## src/compare_unit_pkg.sv

```systemverilog
/*
 * constants and types shared by the double-word and range block compare
 * unit and its property checker.
 * assumes one clock domain and a word-wide data memory with a one-cycle
 * read latency.
 */
package compare_unit_pkg;

   // ****************************************************************
   // operation select
   // ****************************************************************
   localparam logic       OP_DOUBLE        = 1'b0;
   localparam logic       OP_RANGE         = 1'b1;

   // ****************************************************************
   // word counts
   // ****************************************************************
   localparam logic [5:0] DOUBLE_READS     = 6'h04;
   localparam logic [5:0] RANGE_READS      = 6'h21;
   localparam logic [5:0] RANGE_COUNT      = 6'h10;
   localparam logic [16:0] BLOCK_LAST_OFS  = 17'h0001F;
   localparam logic [16:0] HIGH_WORD_OFS   = 17'h00001;

   // ****************************************************************
   // special flag word layout
   // ****************************************************************
   localparam logic [15:0] SPECIAL_FLAG_WORD = 16'h00FF;
   localparam int          GREATER_BIT       = 5;
   localparam int          EQUAL_BIT         = 6;
   localparam int          LESS_BIT          = 7;

   // ****************************************************************
   // reset values
   // ****************************************************************
   localparam logic [15:0] WORD_RESET      = 16'h0000;
   localparam logic [5:0]  IDX_RESET       = 6'h00;

   // ****************************************************************
   // sequencer states
   // ****************************************************************
   typedef enum logic [3:0] {
      ST_IDLE,
      ST_RES,
      ST_PTR,
      ST_PTR_WAIT,
      ST_PTR_CHK,
      ST_BOUND,
      ST_FETCH,
      ST_WAIT,
      ST_CAP,
      ST_FINISH
   } fsm_state_t;

endpackage

```

## src/double_and_range_compare_unit.sv

```systemverilog
/*
 * double-word compare and range block compare datapath with its own
 * operand fetch sequencer and data memory port.
 * assumes the instruction sequencer pulses start_in while busy_out is
 * low, and the data memory answers a read one cycle after mem_rd_out.
 */
//
// Function
// - condition false: double compare changes no flag, touches no memory
// - each operand is next word as high half, given word as low half
// - greater flag set only when first combined value exceeds second
// - equal flag set only when both combined values are identical
// - less flag set only when first combined value is below second
// - error when indirect pointer is not bcd or beyond data area
// - compare flags hold until a later compare rewrites them
// - condition false: range compare leaves result word and flags
// - pair k at block base plus 2k gives result bit k
// - result bit set when lower <= value <= upper, limits inclusive
// - every result bit outside its range is cleared, whole word written
// - error when block base through base plus 31 passes area end
// - less, greater, equal flags read as bits 7, 5, 6 of word 255
`timescale 1ns/1ps

module double_and_range_compare_unit (
   input  wire logic        clk_in,
   input  wire logic        resetn_in,
   input  wire logic        start_in,
   input  wire logic        op_sel_in,
   input  wire logic        exec_cond_in,
   input  wire logic [15:0] first_addr_in,
   input  wire logic        first_indirect_in,
   input  wire logic [15:0] second_addr_in,
   input  wire logic        second_indirect_in,
   input  wire logic [15:0] result_addr_in,
   input  wire logic [15:0] area_end_in,
   input  wire logic [15:0] mem_rdata_in,
   output logic      [15:0] mem_addr_out,
   output logic             mem_rd_out,
   output logic             mem_wr_out,
   output logic      [15:0] mem_wdata_out,
   output logic             greater_flag_out,
   output logic             equal_flag_out,
   output logic             less_flag_out,
   output logic             error_flag_out,
   output logic      [15:0] special_flag_area_out,
   output logic             busy_out,
   output logic             done_out
);

   typedef struct packed {
      compare_unit_pkg::fsm_state_t st;
      logic        op;
      logic [1:0]  ind;
      logic [15:0] a0;
      logic [15:0] a1;
      logic [15:0] res_addr;
      logic        res_sel;
      logic [5:0]  idx;
      logic [15:0] w0;
      logic [15:0] w1;
      logic [15:0] w2;
      logic [15:0] w3;
      logic [15:0] mask;
      logic        greater;
      logic        equal;
      logic        less;
      logic        err;
      logic [15:0] flag_word;
      logic [15:0] mem_addr;
      logic        mem_rd;
      logic        mem_wr;
      logic [15:0] mem_wdata;
      logic        busy;
      logic        done;
   } unit_state_t;

   unit_state_t q;
   unit_state_t d;

   logic [15:0] ptr_addr;
   logic        ptr_err;

   // ****************************************************************
   // indirect pointer resolution
   // ****************************************************************
   pointer_resolver resolver (
      .clk_in      (clk_in),
      .resetn_in   (resetn_in),
      .ptr_word_in (mem_rdata_in),
      .area_end_in (area_end_in),
      .addr_out    (ptr_addr),
      .err_out     (ptr_err)
   );

   // ****************************************************************
   // helpers
   // ****************************************************************
   function automatic logic past_end(input logic [15:0] base,
                                     input logic [16:0] ofs,
                                     input logic [15:0] last);
      past_end = ({1'b0, base} + ofs) > {1'b0, last};
   endfunction

   function automatic logic [15:0] flags_word(input logic g,
                                              input logic e,
                                              input logic l);
      logic [15:0] w;
      w = 16'h0000;
      w[compare_unit_pkg::GREATER_BIT] = g;
      w[compare_unit_pkg::EQUAL_BIT]   = e;
      w[compare_unit_pkg::LESS_BIT]    = l;
      flags_word = w;
   endfunction

   // ****************************************************************
   // sequencer
   // ****************************************************************
   always_comb begin
      logic [31:0] v1;
      logic [31:0] v2;
      logic [5:0]  k;
      logic [5:0]  last_idx;
      v1 = 32'h00000000;
      v2 = 32'h00000000;
      k = 6'h00;
      last_idx = 6'h00;
      d = q;
      d.mem_rd = 1'b0;
      d.mem_wr = 1'b0;
      d.done   = 1'b0;
      case (q.st)
         compare_unit_pkg::ST_IDLE: begin
            if (start_in) begin
               if (!exec_cond_in) begin
                  d.done = 1'b1;
               end else begin
                  d.op       = op_sel_in;
                  d.a0       = first_addr_in;
                  d.a1       = second_addr_in;
                  d.ind      = {second_indirect_in, first_indirect_in};
                  d.res_addr = result_addr_in;
                  d.res_sel  = 1'b0;
                  d.err      = 1'b0;
                  d.busy     = 1'b1;
                  d.st       = compare_unit_pkg::ST_RES;
               end
            end
         end
         compare_unit_pkg::ST_RES: begin
            if (q.ind[q.res_sel]) begin
               d.mem_rd   = 1'b1;
               d.mem_addr = q.res_sel ? q.a1 : q.a0;
               d.st       = compare_unit_pkg::ST_PTR;
            end else if (!q.res_sel) begin
               d.res_sel = 1'b1;
            end else begin
               d.st = compare_unit_pkg::ST_BOUND;
            end
         end
         compare_unit_pkg::ST_PTR: begin
            d.st = compare_unit_pkg::ST_PTR_WAIT;
         end
         compare_unit_pkg::ST_PTR_WAIT: begin
            d.st = compare_unit_pkg::ST_PTR_CHK;
         end
         compare_unit_pkg::ST_PTR_CHK: begin
            if (ptr_err) begin
               d.err  = 1'b1;
               d.busy = 1'b0;
               d.done = 1'b1;
               d.st   = compare_unit_pkg::ST_IDLE;
            end else begin
               if (q.res_sel) begin
                  d.a1 = ptr_addr;
                  d.st = compare_unit_pkg::ST_BOUND;
               end else begin
                  d.a0      = ptr_addr;
                  d.res_sel = 1'b1;
                  d.st      = compare_unit_pkg::ST_RES;
               end
            end
         end
         compare_unit_pkg::ST_BOUND: begin
            d.idx  = compare_unit_pkg::IDX_RESET;
            d.mask = compare_unit_pkg::WORD_RESET;
            d.st   = compare_unit_pkg::ST_FETCH;
            if (q.op == compare_unit_pkg::OP_RANGE) begin
               if (past_end(q.a1, compare_unit_pkg::BLOCK_LAST_OFS,
                            area_end_in)) begin
                  d.err  = 1'b1;
                  d.busy = 1'b0;
                  d.done = 1'b1;
                  d.st   = compare_unit_pkg::ST_IDLE;
               end
            end else if (past_end(q.a0, compare_unit_pkg::HIGH_WORD_OFS,
                                  area_end_in) ||
                         past_end(q.a1, compare_unit_pkg::HIGH_WORD_OFS,
                                  area_end_in)) begin
               d.err  = 1'b1;
               d.busy = 1'b0;
               d.done = 1'b1;
               d.st   = compare_unit_pkg::ST_IDLE;
            end
         end
         compare_unit_pkg::ST_FETCH: begin
            d.mem_rd = 1'b1;
            d.st     = compare_unit_pkg::ST_WAIT;
            if (q.op == compare_unit_pkg::OP_RANGE) begin
               // value first, then block words base .. base+31
               d.mem_addr = (q.idx == 6'h00) ? q.a0
                          : q.a1 + 16'(q.idx - 6'h01);
            end else begin
               // low word at given address, high word at the next
               d.mem_addr = (q.idx[1] ? q.a1 : q.a0)
                          + 16'(q.idx[0]);
            end
         end
         compare_unit_pkg::ST_WAIT: begin
            d.st = compare_unit_pkg::ST_CAP;
         end
         compare_unit_pkg::ST_CAP: begin
            last_idx = (q.op == compare_unit_pkg::OP_RANGE)
                     ? compare_unit_pkg::RANGE_READS - 6'h01
                     : compare_unit_pkg::DOUBLE_READS - 6'h01;
            if (q.op == compare_unit_pkg::OP_RANGE) begin
               k = q.idx - 6'h01;
               if (q.idx == 6'h00) begin
                  d.w0 = mem_rdata_in;
               end else if (!k[0]) begin
                  d.w1 = mem_rdata_in;
               end else begin
                  // inclusive limits, bit k of pair k
                  d.mask[k[4:1]] = (q.w0 >= q.w1) &&
                                   (q.w0 <= mem_rdata_in);
               end
            end else begin
               case (q.idx[1:0])
                  2'h0: d.w0 = mem_rdata_in;
                  2'h1: d.w1 = mem_rdata_in;
                  2'h2: d.w2 = mem_rdata_in;
                  default: d.w3 = mem_rdata_in;
               endcase
            end
            if (q.idx == last_idx) begin
               d.st = compare_unit_pkg::ST_FINISH;
            end else begin
               d.idx = q.idx + 6'h01;
               d.st  = compare_unit_pkg::ST_FETCH;
            end
         end
         compare_unit_pkg::ST_FINISH: begin
            d.busy = 1'b0;
            d.done = 1'b1;
            d.st   = compare_unit_pkg::ST_IDLE;
            if (q.op == compare_unit_pkg::OP_RANGE) begin
               // whole result word rewritten
               d.mem_wr    = 1'b1;
               d.mem_addr  = q.res_addr;
               d.mem_wdata = q.mask;
            end else begin
               v1 = {q.w1, q.w0};
               v2 = {q.w3, q.w2};
               // unsigned, one flag only
               d.greater   = v1 > v2;
               d.equal     = v1 == v2;
               d.less      = v1 < v2;
               d.flag_word = flags_word(v1 > v2, v1 == v2,
                                        v1 < v2);
            end
         end
         default: begin
            d = '0;
         end
      endcase
   end

   // compare flags change only in the finish step of a double compare
   always_ff @(posedge clk_in) begin
      if (!resetn_in) begin
         q <= '0;
      end else begin
         q <= d;
      end
   end

   // ****************************************************************
   // outputs
   // ****************************************************************
   assign mem_addr_out          = q.mem_addr;
   assign mem_rd_out            = q.mem_rd;
   assign mem_wr_out            = q.mem_wr;
   assign mem_wdata_out         = q.mem_wdata;
   assign greater_flag_out      = q.greater;
   assign equal_flag_out        = q.equal;
   assign less_flag_out         = q.less;
   assign error_flag_out        = q.err;
   assign special_flag_area_out = q.flag_word;
   assign busy_out              = q.busy;
   assign done_out              = q.done;

endmodule

```

## src/pointer_resolver.sv

```systemverilog
/*
 * resolves an indirect pointer word: checks that it is valid bcd,
 * converts it to a binary word address and checks it against the last
 * address of the data memory area.
 * assumes the pointer word is presented for one cycle; results appear,
 * registered, on the following cycle.
 */
`timescale 1ns/1ps

module pointer_resolver (
   input  wire logic        clk_in,
   input  wire logic        resetn_in,
   input  wire logic [15:0] ptr_word_in,
   input  wire logic [15:0] area_end_in,
   output logic      [15:0] addr_out,
   output logic             err_out
);

   typedef struct packed {
      logic [15:0] addr;
      logic        err;
   } res_state_t;

   res_state_t q;
   res_state_t d;

   // ****************************************************************
   // bcd digit check
   // ****************************************************************
   function automatic logic digit_bad(input logic [3:0] dig);
      digit_bad = (dig > 4'h9);
   endfunction

   always_comb begin
      logic [15:0] bin;
      logic        bad;
      bin = 16'h0000;
      bad = 1'b0;
      for (int i = 0; i < 4; i++) begin
         bad = bad | digit_bad(ptr_word_in[i*4 +: 4]);
      end
      bin = 16'(ptr_word_in[15:12]) * 16'h03E8
          + 16'(ptr_word_in[11:8]) * 16'h0064
          + 16'(ptr_word_in[7:4]) * 16'h000A
          + 16'(ptr_word_in[3:0]);
      d.addr = bin;
      // not bcd, or past the data area: unresolved
      d.err  = bad | (bin > area_end_in);
   end

   always_ff @(posedge clk_in) begin
      if (!resetn_in) begin
         q <= '0;
      end else begin
         q <= d;
      end
   end

   assign addr_out = q.addr;
   assign err_out  = q.err;

endmodule

```

## config.mk

```make
export PLATFORM = sky130hd
export DESIGN_NAME = double_and_range_compare_unit
export DESIGN_NICKNAME = d
export VERILOG_FILES = /design/src/compare_unit_pkg.sv /design/src/double_and_range_compare_unit.sv /design/src/pointer_resolver.sv
export SDC_FILE = /design/constraint.sdc
export NUM_CORES = 1
export LEC_CHECK = 0
export BUFFER_PORTS_ARGS = -buffer_cell sky130_fd_sc_hd__buf_2
export CAP_MARGIN = 20
export CORE_ASPECT_RATIO = 0.9
export CORE_MARGIN = 4
export CORE_UTILIZATION = 26
export DETAILED_ROUTE_END_ITERATION = 6
export HOLD_SLACK_MARGIN = 0.06
export PLACE_DENSITY = 0.52
export REMOVE_ABC_BUFFERS = 1
export SLEW_MARGIN = 20
export SYNTH_ARGS = -nofsm -noshare
export SYNTH_HDL_FRONTEND = slang
export SYNTH_HIERARCHICAL = 1
export SYNTH_SLANG_ARGS = --single-unit
```

## constraint.sdc

```tcl
create_clock -name clk_in -period 6.57 [get_ports clk_in]
set_input_delay 1.314 -clock clk_in [delete_from_list [all_inputs] [get_ports clk_in]]
set_output_delay 1.314 -clock clk_in [all_outputs]
set_load 0.005 [all_outputs]
```

## Word level (Yosys, flattened, before mapping)

Index checks and enable logic that the tools add are counted.

- Multiplexer cells: 71
- Add/subtract/negate cells: 11
- Reductions and logical operators: 32
- Multipliers: 3
- Equal/unequal tests: 38
- Magnitude comparators: 15
- Bitwise gates (word level): 13

Operators by type and width:

| operator | count |
|---|---|
| 16-bit two-way mux | 18 |
| 64-bit case mux with 2 select lines | 1 |
| 56-bit two-way mux | 2 |
| 32-bit two-way mux | 3 |
| 16-bit case mux with 2 select lines | 3 |
| 32-bit case mux with 3 select lines | 1 |
| 16-bit case mux with 4 select lines | 1 |
| 17-bit by 16-bit greater-than comparator with 1-bit output | 3 |
| 4-bit case mux with 9 select lines | 1 |
| 16-bit by 1-bit adder with 17-bit output (second input constant) | 2 |
| 17-bit two-way mux | 2 |
| 17-bit case mux with 2 select lines | 1 |
| 32-bit == test | 1 |
| 32-bit greater-than comparator | 1 |
| 32-bit less-than comparator | 1 |
| 2-bit != test (second input constant) | 15 |
| 9-bit OR reduction | 3 |
| 7-bit OR reduction | 3 |
| 4-bit two-way mux | 5 |
| 3-bit != test (second input constant) | 6 |
| 3-bit AND reduction | 6 |
| 16-bit by 5-bit adder with 17-bit output (second input constant) | 1 |
| 16-bit by 1-bit adder with 16-bit output | 1 |
| 16-bit adder | 1 |
| 50 further kinds | 101 |

- Word-level logic and storage cells: 209
- Output and inout bits: 56
- Register bits after elaboration: 215

## Depth between registers and ports, before layout

- Depth in word-level cells: 10
- Depth in mapped cells: 22
- Gate-level depth less buffers: 22

## By module

The synthesis kept the hierarchy.

By module, submodules not included:

| module | sequential area each (µm²) | times used | area each (µm²) | cells each |
|---|---|---|---|---|
| double_and_range_compare_unit | 3643.5 | 1 | 13616.8 | 1768 |
| pointer_resolver | 320.3 | 1 | 2591.2 | 288 |

## Least setup slack after synthesis

Ideal clock, no wire load.

- Kind: in2reg
- Start point: in mem_rdata_in[13]
- End point: reg resolver.q (netlist bit resolver/err_out)
- Buffers on the path: 0
- Data arrival time: 6.181 ns
- Stages: 22
- Library setup time: 0.069 ns
- Data required time: 6.501 ns
- Slack: 0.320 ns
- Cell sequence: fa_1 > inv_1 > fa_1 > inv_1 > ha_1 > nor2b_1 > o21ai_0 > nand2_1 > xnor2_1 > ha_1 > ha_1 > ha_1 > and3_1 > and3_1 > a211oi_2 > xnor2_1 > ha_1 > nand4b_1 > or3_4 > a211oi_2 > nor3_1 > o21ai_1

RTL lines:

| what | RTL line | source |
|---|---|---|
| from (decl) | double_and_range_compare_unit.sv:36 | `input wire logic [15:0] mem_rdata_in,` |
| to (signal assigned) | pointer_resolver.sv:53 | `q <= '0;` |
| to (signal assigned) | pointer_resolver.sv:55 | `q <= d;` |
| to (decl) | pointer_resolver.sv:24 | `res_state_t q;` |

==> out/metrics.cfg <==
[outcome]
status = finished clean

[yosys]
synth_edf_count = 0
syn-cell-area_sq_mm = 0.0162
yosysWarnings = 6
synth_flop_cell = dfxtp_1
synth-seq-cells = 198
postSynthAreaPerCell_sq_um = 7.88
async_reset_ff_frac = 0
synth_cells = 2056
synth_cell_type_count = 88
ys_seq_area_frac = 0.245

[cts]
clockBufferDepth = 2
cts_tree = built
path_clk_slew_ps = 80
clkLatencyLatePin_ps = 490
postCtsHoldBufs = 0
post_cts_buffers = 0
ctsResizeCount = 0
cts_buffers = 17
cts_root_buf = clkbuf_16
clock_sinks = 198
cts_max_level = 4

[layout]
drive_gt1_frac = 0.111
stdcell_area_sq_mm = 0.0179
final_cell_mix = ha_1, nor2_1, dfxtp_1, a21oi_1, nand2_1
nets = 2391
diodes = 0
area_growth_pct = 10.4
final_core_util = 0.291
final_common_cell = ha_1
fin_cells = 2929

[timing]
worst_pin_slew_ps = 1030
timing.final.crit_share = 0.932
clock.fmax_ghz = 0.163
finClkSkew_ps = 16.3
fin_ws_ps = 447
relSlewSlack = 0.314
hold_viol = 0
rsz0062_at_grt = no
final_max_slew_viol_count = 0
period_minus_slack_ps = 6120
setup_viol = 0

[hold_path]
hold_path.class = reg2reg
hold_path_depth = 2

[placement]
pre_cts_slack_ps = -51.1
port_buffers = 129
place_congestion = 0.876
hpwl_um = 41500
dpl_cell_area_sq_mm = 0.0173
dp_cells = 2896

[grt]
use_met1 = 0.214
grtUsageMet2 = 0.267
grtUsageMet3 = 0.0249
grt_most_used_layer = met2
grt_usage = 0.160
antenna_found_initial = 2
grt_max_degree = 79
grt_pass1_vias = 14200
grt_first_pass_wirelength_um = 83500
grt_overflow_total = 0

[floorplan]
row_count = 86
initial_core_util = 0.264
fp.dieW_um = 271
die_h_um = 245
core_sq_mm = 0.0614
ioPinCount = 143
die-area_sq_mm = 0.0664

[setup_path]
rrSetupSlack_ps = 2190
reg2regPathDepth = 13
critPathKind = in2reg
r2r_end = mem_addr_out[12]
critPathCaptureType = flip-flop
cp-startpoint = mem_rdata_in[13]
cp-start-kind = input port
endpoint = resolver/err_out
required_ps = 7000
arrival_ps = 6550
r2r_start = q[137]
worst-path-max-fanout = 4

[pwr]
powerDensity_mw_per_mm2 = 281
cellLeakagePower_nw = 7.70
ir_worst_vdd_uv = 199

[route]
drtIter0Drc = 887
wirelength_um = 53300
num_vias = 14500
antenna_left = 0
via_per_inst = 4.95
wl_per_cell_um = 18.2
firstDrtPassIters = 7
drc = 0

[run]
maxCapViolCount = 0

-- stage by stage --
step           power (W)  TNS [ps]  hold WS [ps]
4_1_cts          0.00503         0           461
3_3_place_gp     0.00386         0           452
5_1_grt          0.00542         0           494
6_report         0.00502         0           457
3_5_place_dp     0.00391     -51.1           451
2_1_floorplan    0.00318         0           448
-- registers in the layout, summed over array words and instances, names as in the netlist --
register / flops
mem_addr_out: 16
busy_out: 1
resolver/err_out: 1
done_out: 1
resolver/addr_out: 15
mem_rd_out: 1
q: 142
special_flag_area_out: 3
mem_wr_out: 1
error_flag_out: 1
mem_wdata_out: 16
-- cell families after synthesis --
group                    share of synthesized area
multiplexers                                0.0252
AO/OA/AOI/OAI                                0.215
buffers and inverters                       0.0909
AND/OR/NAND/NOR                              0.196
adder cells (fa/ha/maj)                      0.181
XOR/XNOR                                    0.0458
other                                     0.000463
flip-flops                                   0.245
-- layer usage --
layer / wire, um / vias to the layer above
met2: 24800 / 288
met4: 1010 / 4
met1: 25400 / 6903
li1: - / 7236
met5: 22 / -
met3: 2100 / 56
-- synthesized netlist by cell type (11+ instances only) --
| cell | count | area, sq um |
|---|---|---|
| dfxtp_1 | 198 | 3960 |
| and2_1 | 32 | 200 |
| xor2_1 | 34 | 298 |
| inv_1 | 149 | 559 |
| xnor2_1 | 47 | 412 |
| o21ai_0 | 52 | 260 |
| ha_1 | 206 | 2580 |
| o211ai_1 | 28 | 210 |
| buf_2 | 45 | 225 |
| or2_0 | 14 | 87.6 |
| nand3b_1 | 11 | 82.6 |
| a21o_1 | 34 | 255 |
| a211oi_1 | 29 | 218 |
| a31oi_1 | 19 | 119 |
| nand3_1 | 72 | 360 |
| nand2b_1 | 12 | 75.1 |
| and3_1 | 14 | 87.6 |
| buf_4 | 57 | 428 |
| a22oi_1 | 51 | 383 |
| mux2i_1 | 30 | 300 |
| nor3_1 | 19 | 95.1 |
| o21ai_1 | 29 | 145 |
| fa_1 | 18 | 360 |
| clkbuf_1 | 55 | 206 |
| o211a_1 | 14 | 140 |
| o31ai_1 | 14 | 105 |
| nand4_1 | 38 | 238 |
| a21oi_1 | 183 | 916 |
| nor2b_1 | 16 | 100 |
| nor2_1 | 200 | 751 |
| nand2_1 | 181 | 679 |
| o21a_1 | 16 | 120 |
-- final cells by class --
type                       count  area (sq um)
fill                        6693         43500
multi-input combinational   1552         10900
sequential                   198          3960
tap                          836          1050
timing repair buffer         159           877
inverter                     152           572
clock buffer                  20           457
clock inverter                12           130
-- worst min-delay path by stage --
stage,startpoint,end
after floorplan,q[192],q[192]
after global placement,mem_addr_out[4],mem_addr_out[4]
after detailed placement,mem_addr_out[4],mem_addr_out[4]
after CTS,mem_addr_out[4],mem_addr_out[4]
after global routing,mem_addr_out[4],mem_addr_out[4]
final,mem_addr_out[4],mem_addr_out[4]
-- power by group --
group	leakage [nW]	internal [W]	total, W	switching (W)
registers	1.61	0.00132	0.00160	0.000289
logic	5.80	0.000999	0.00232	0.00132
clock network	0.287	0.000556	0.00110	0.000544
total	7.70	0.00287	0.00502	0.00215
-- critical path, stage by stage --
cell and delay [ps]:
buf_2 120, fa_1 560, inv_1 80, fa_1 500, inv_1 40, ha_1 290
nor2b_1 130, o21ai_0 260, nand2_1 110, xnor2_1 130, ha_1 300, ha_1 290
ha_1 320, and3_1 190, and3_1 200, a211oi_2 290, xnor2_1 120, ha_1 310
nand4b_1 150, or3_4 430, a211oi_2 210, nor3_1 70, o21ai_1 120
Power figures use the tool's default switching activity.
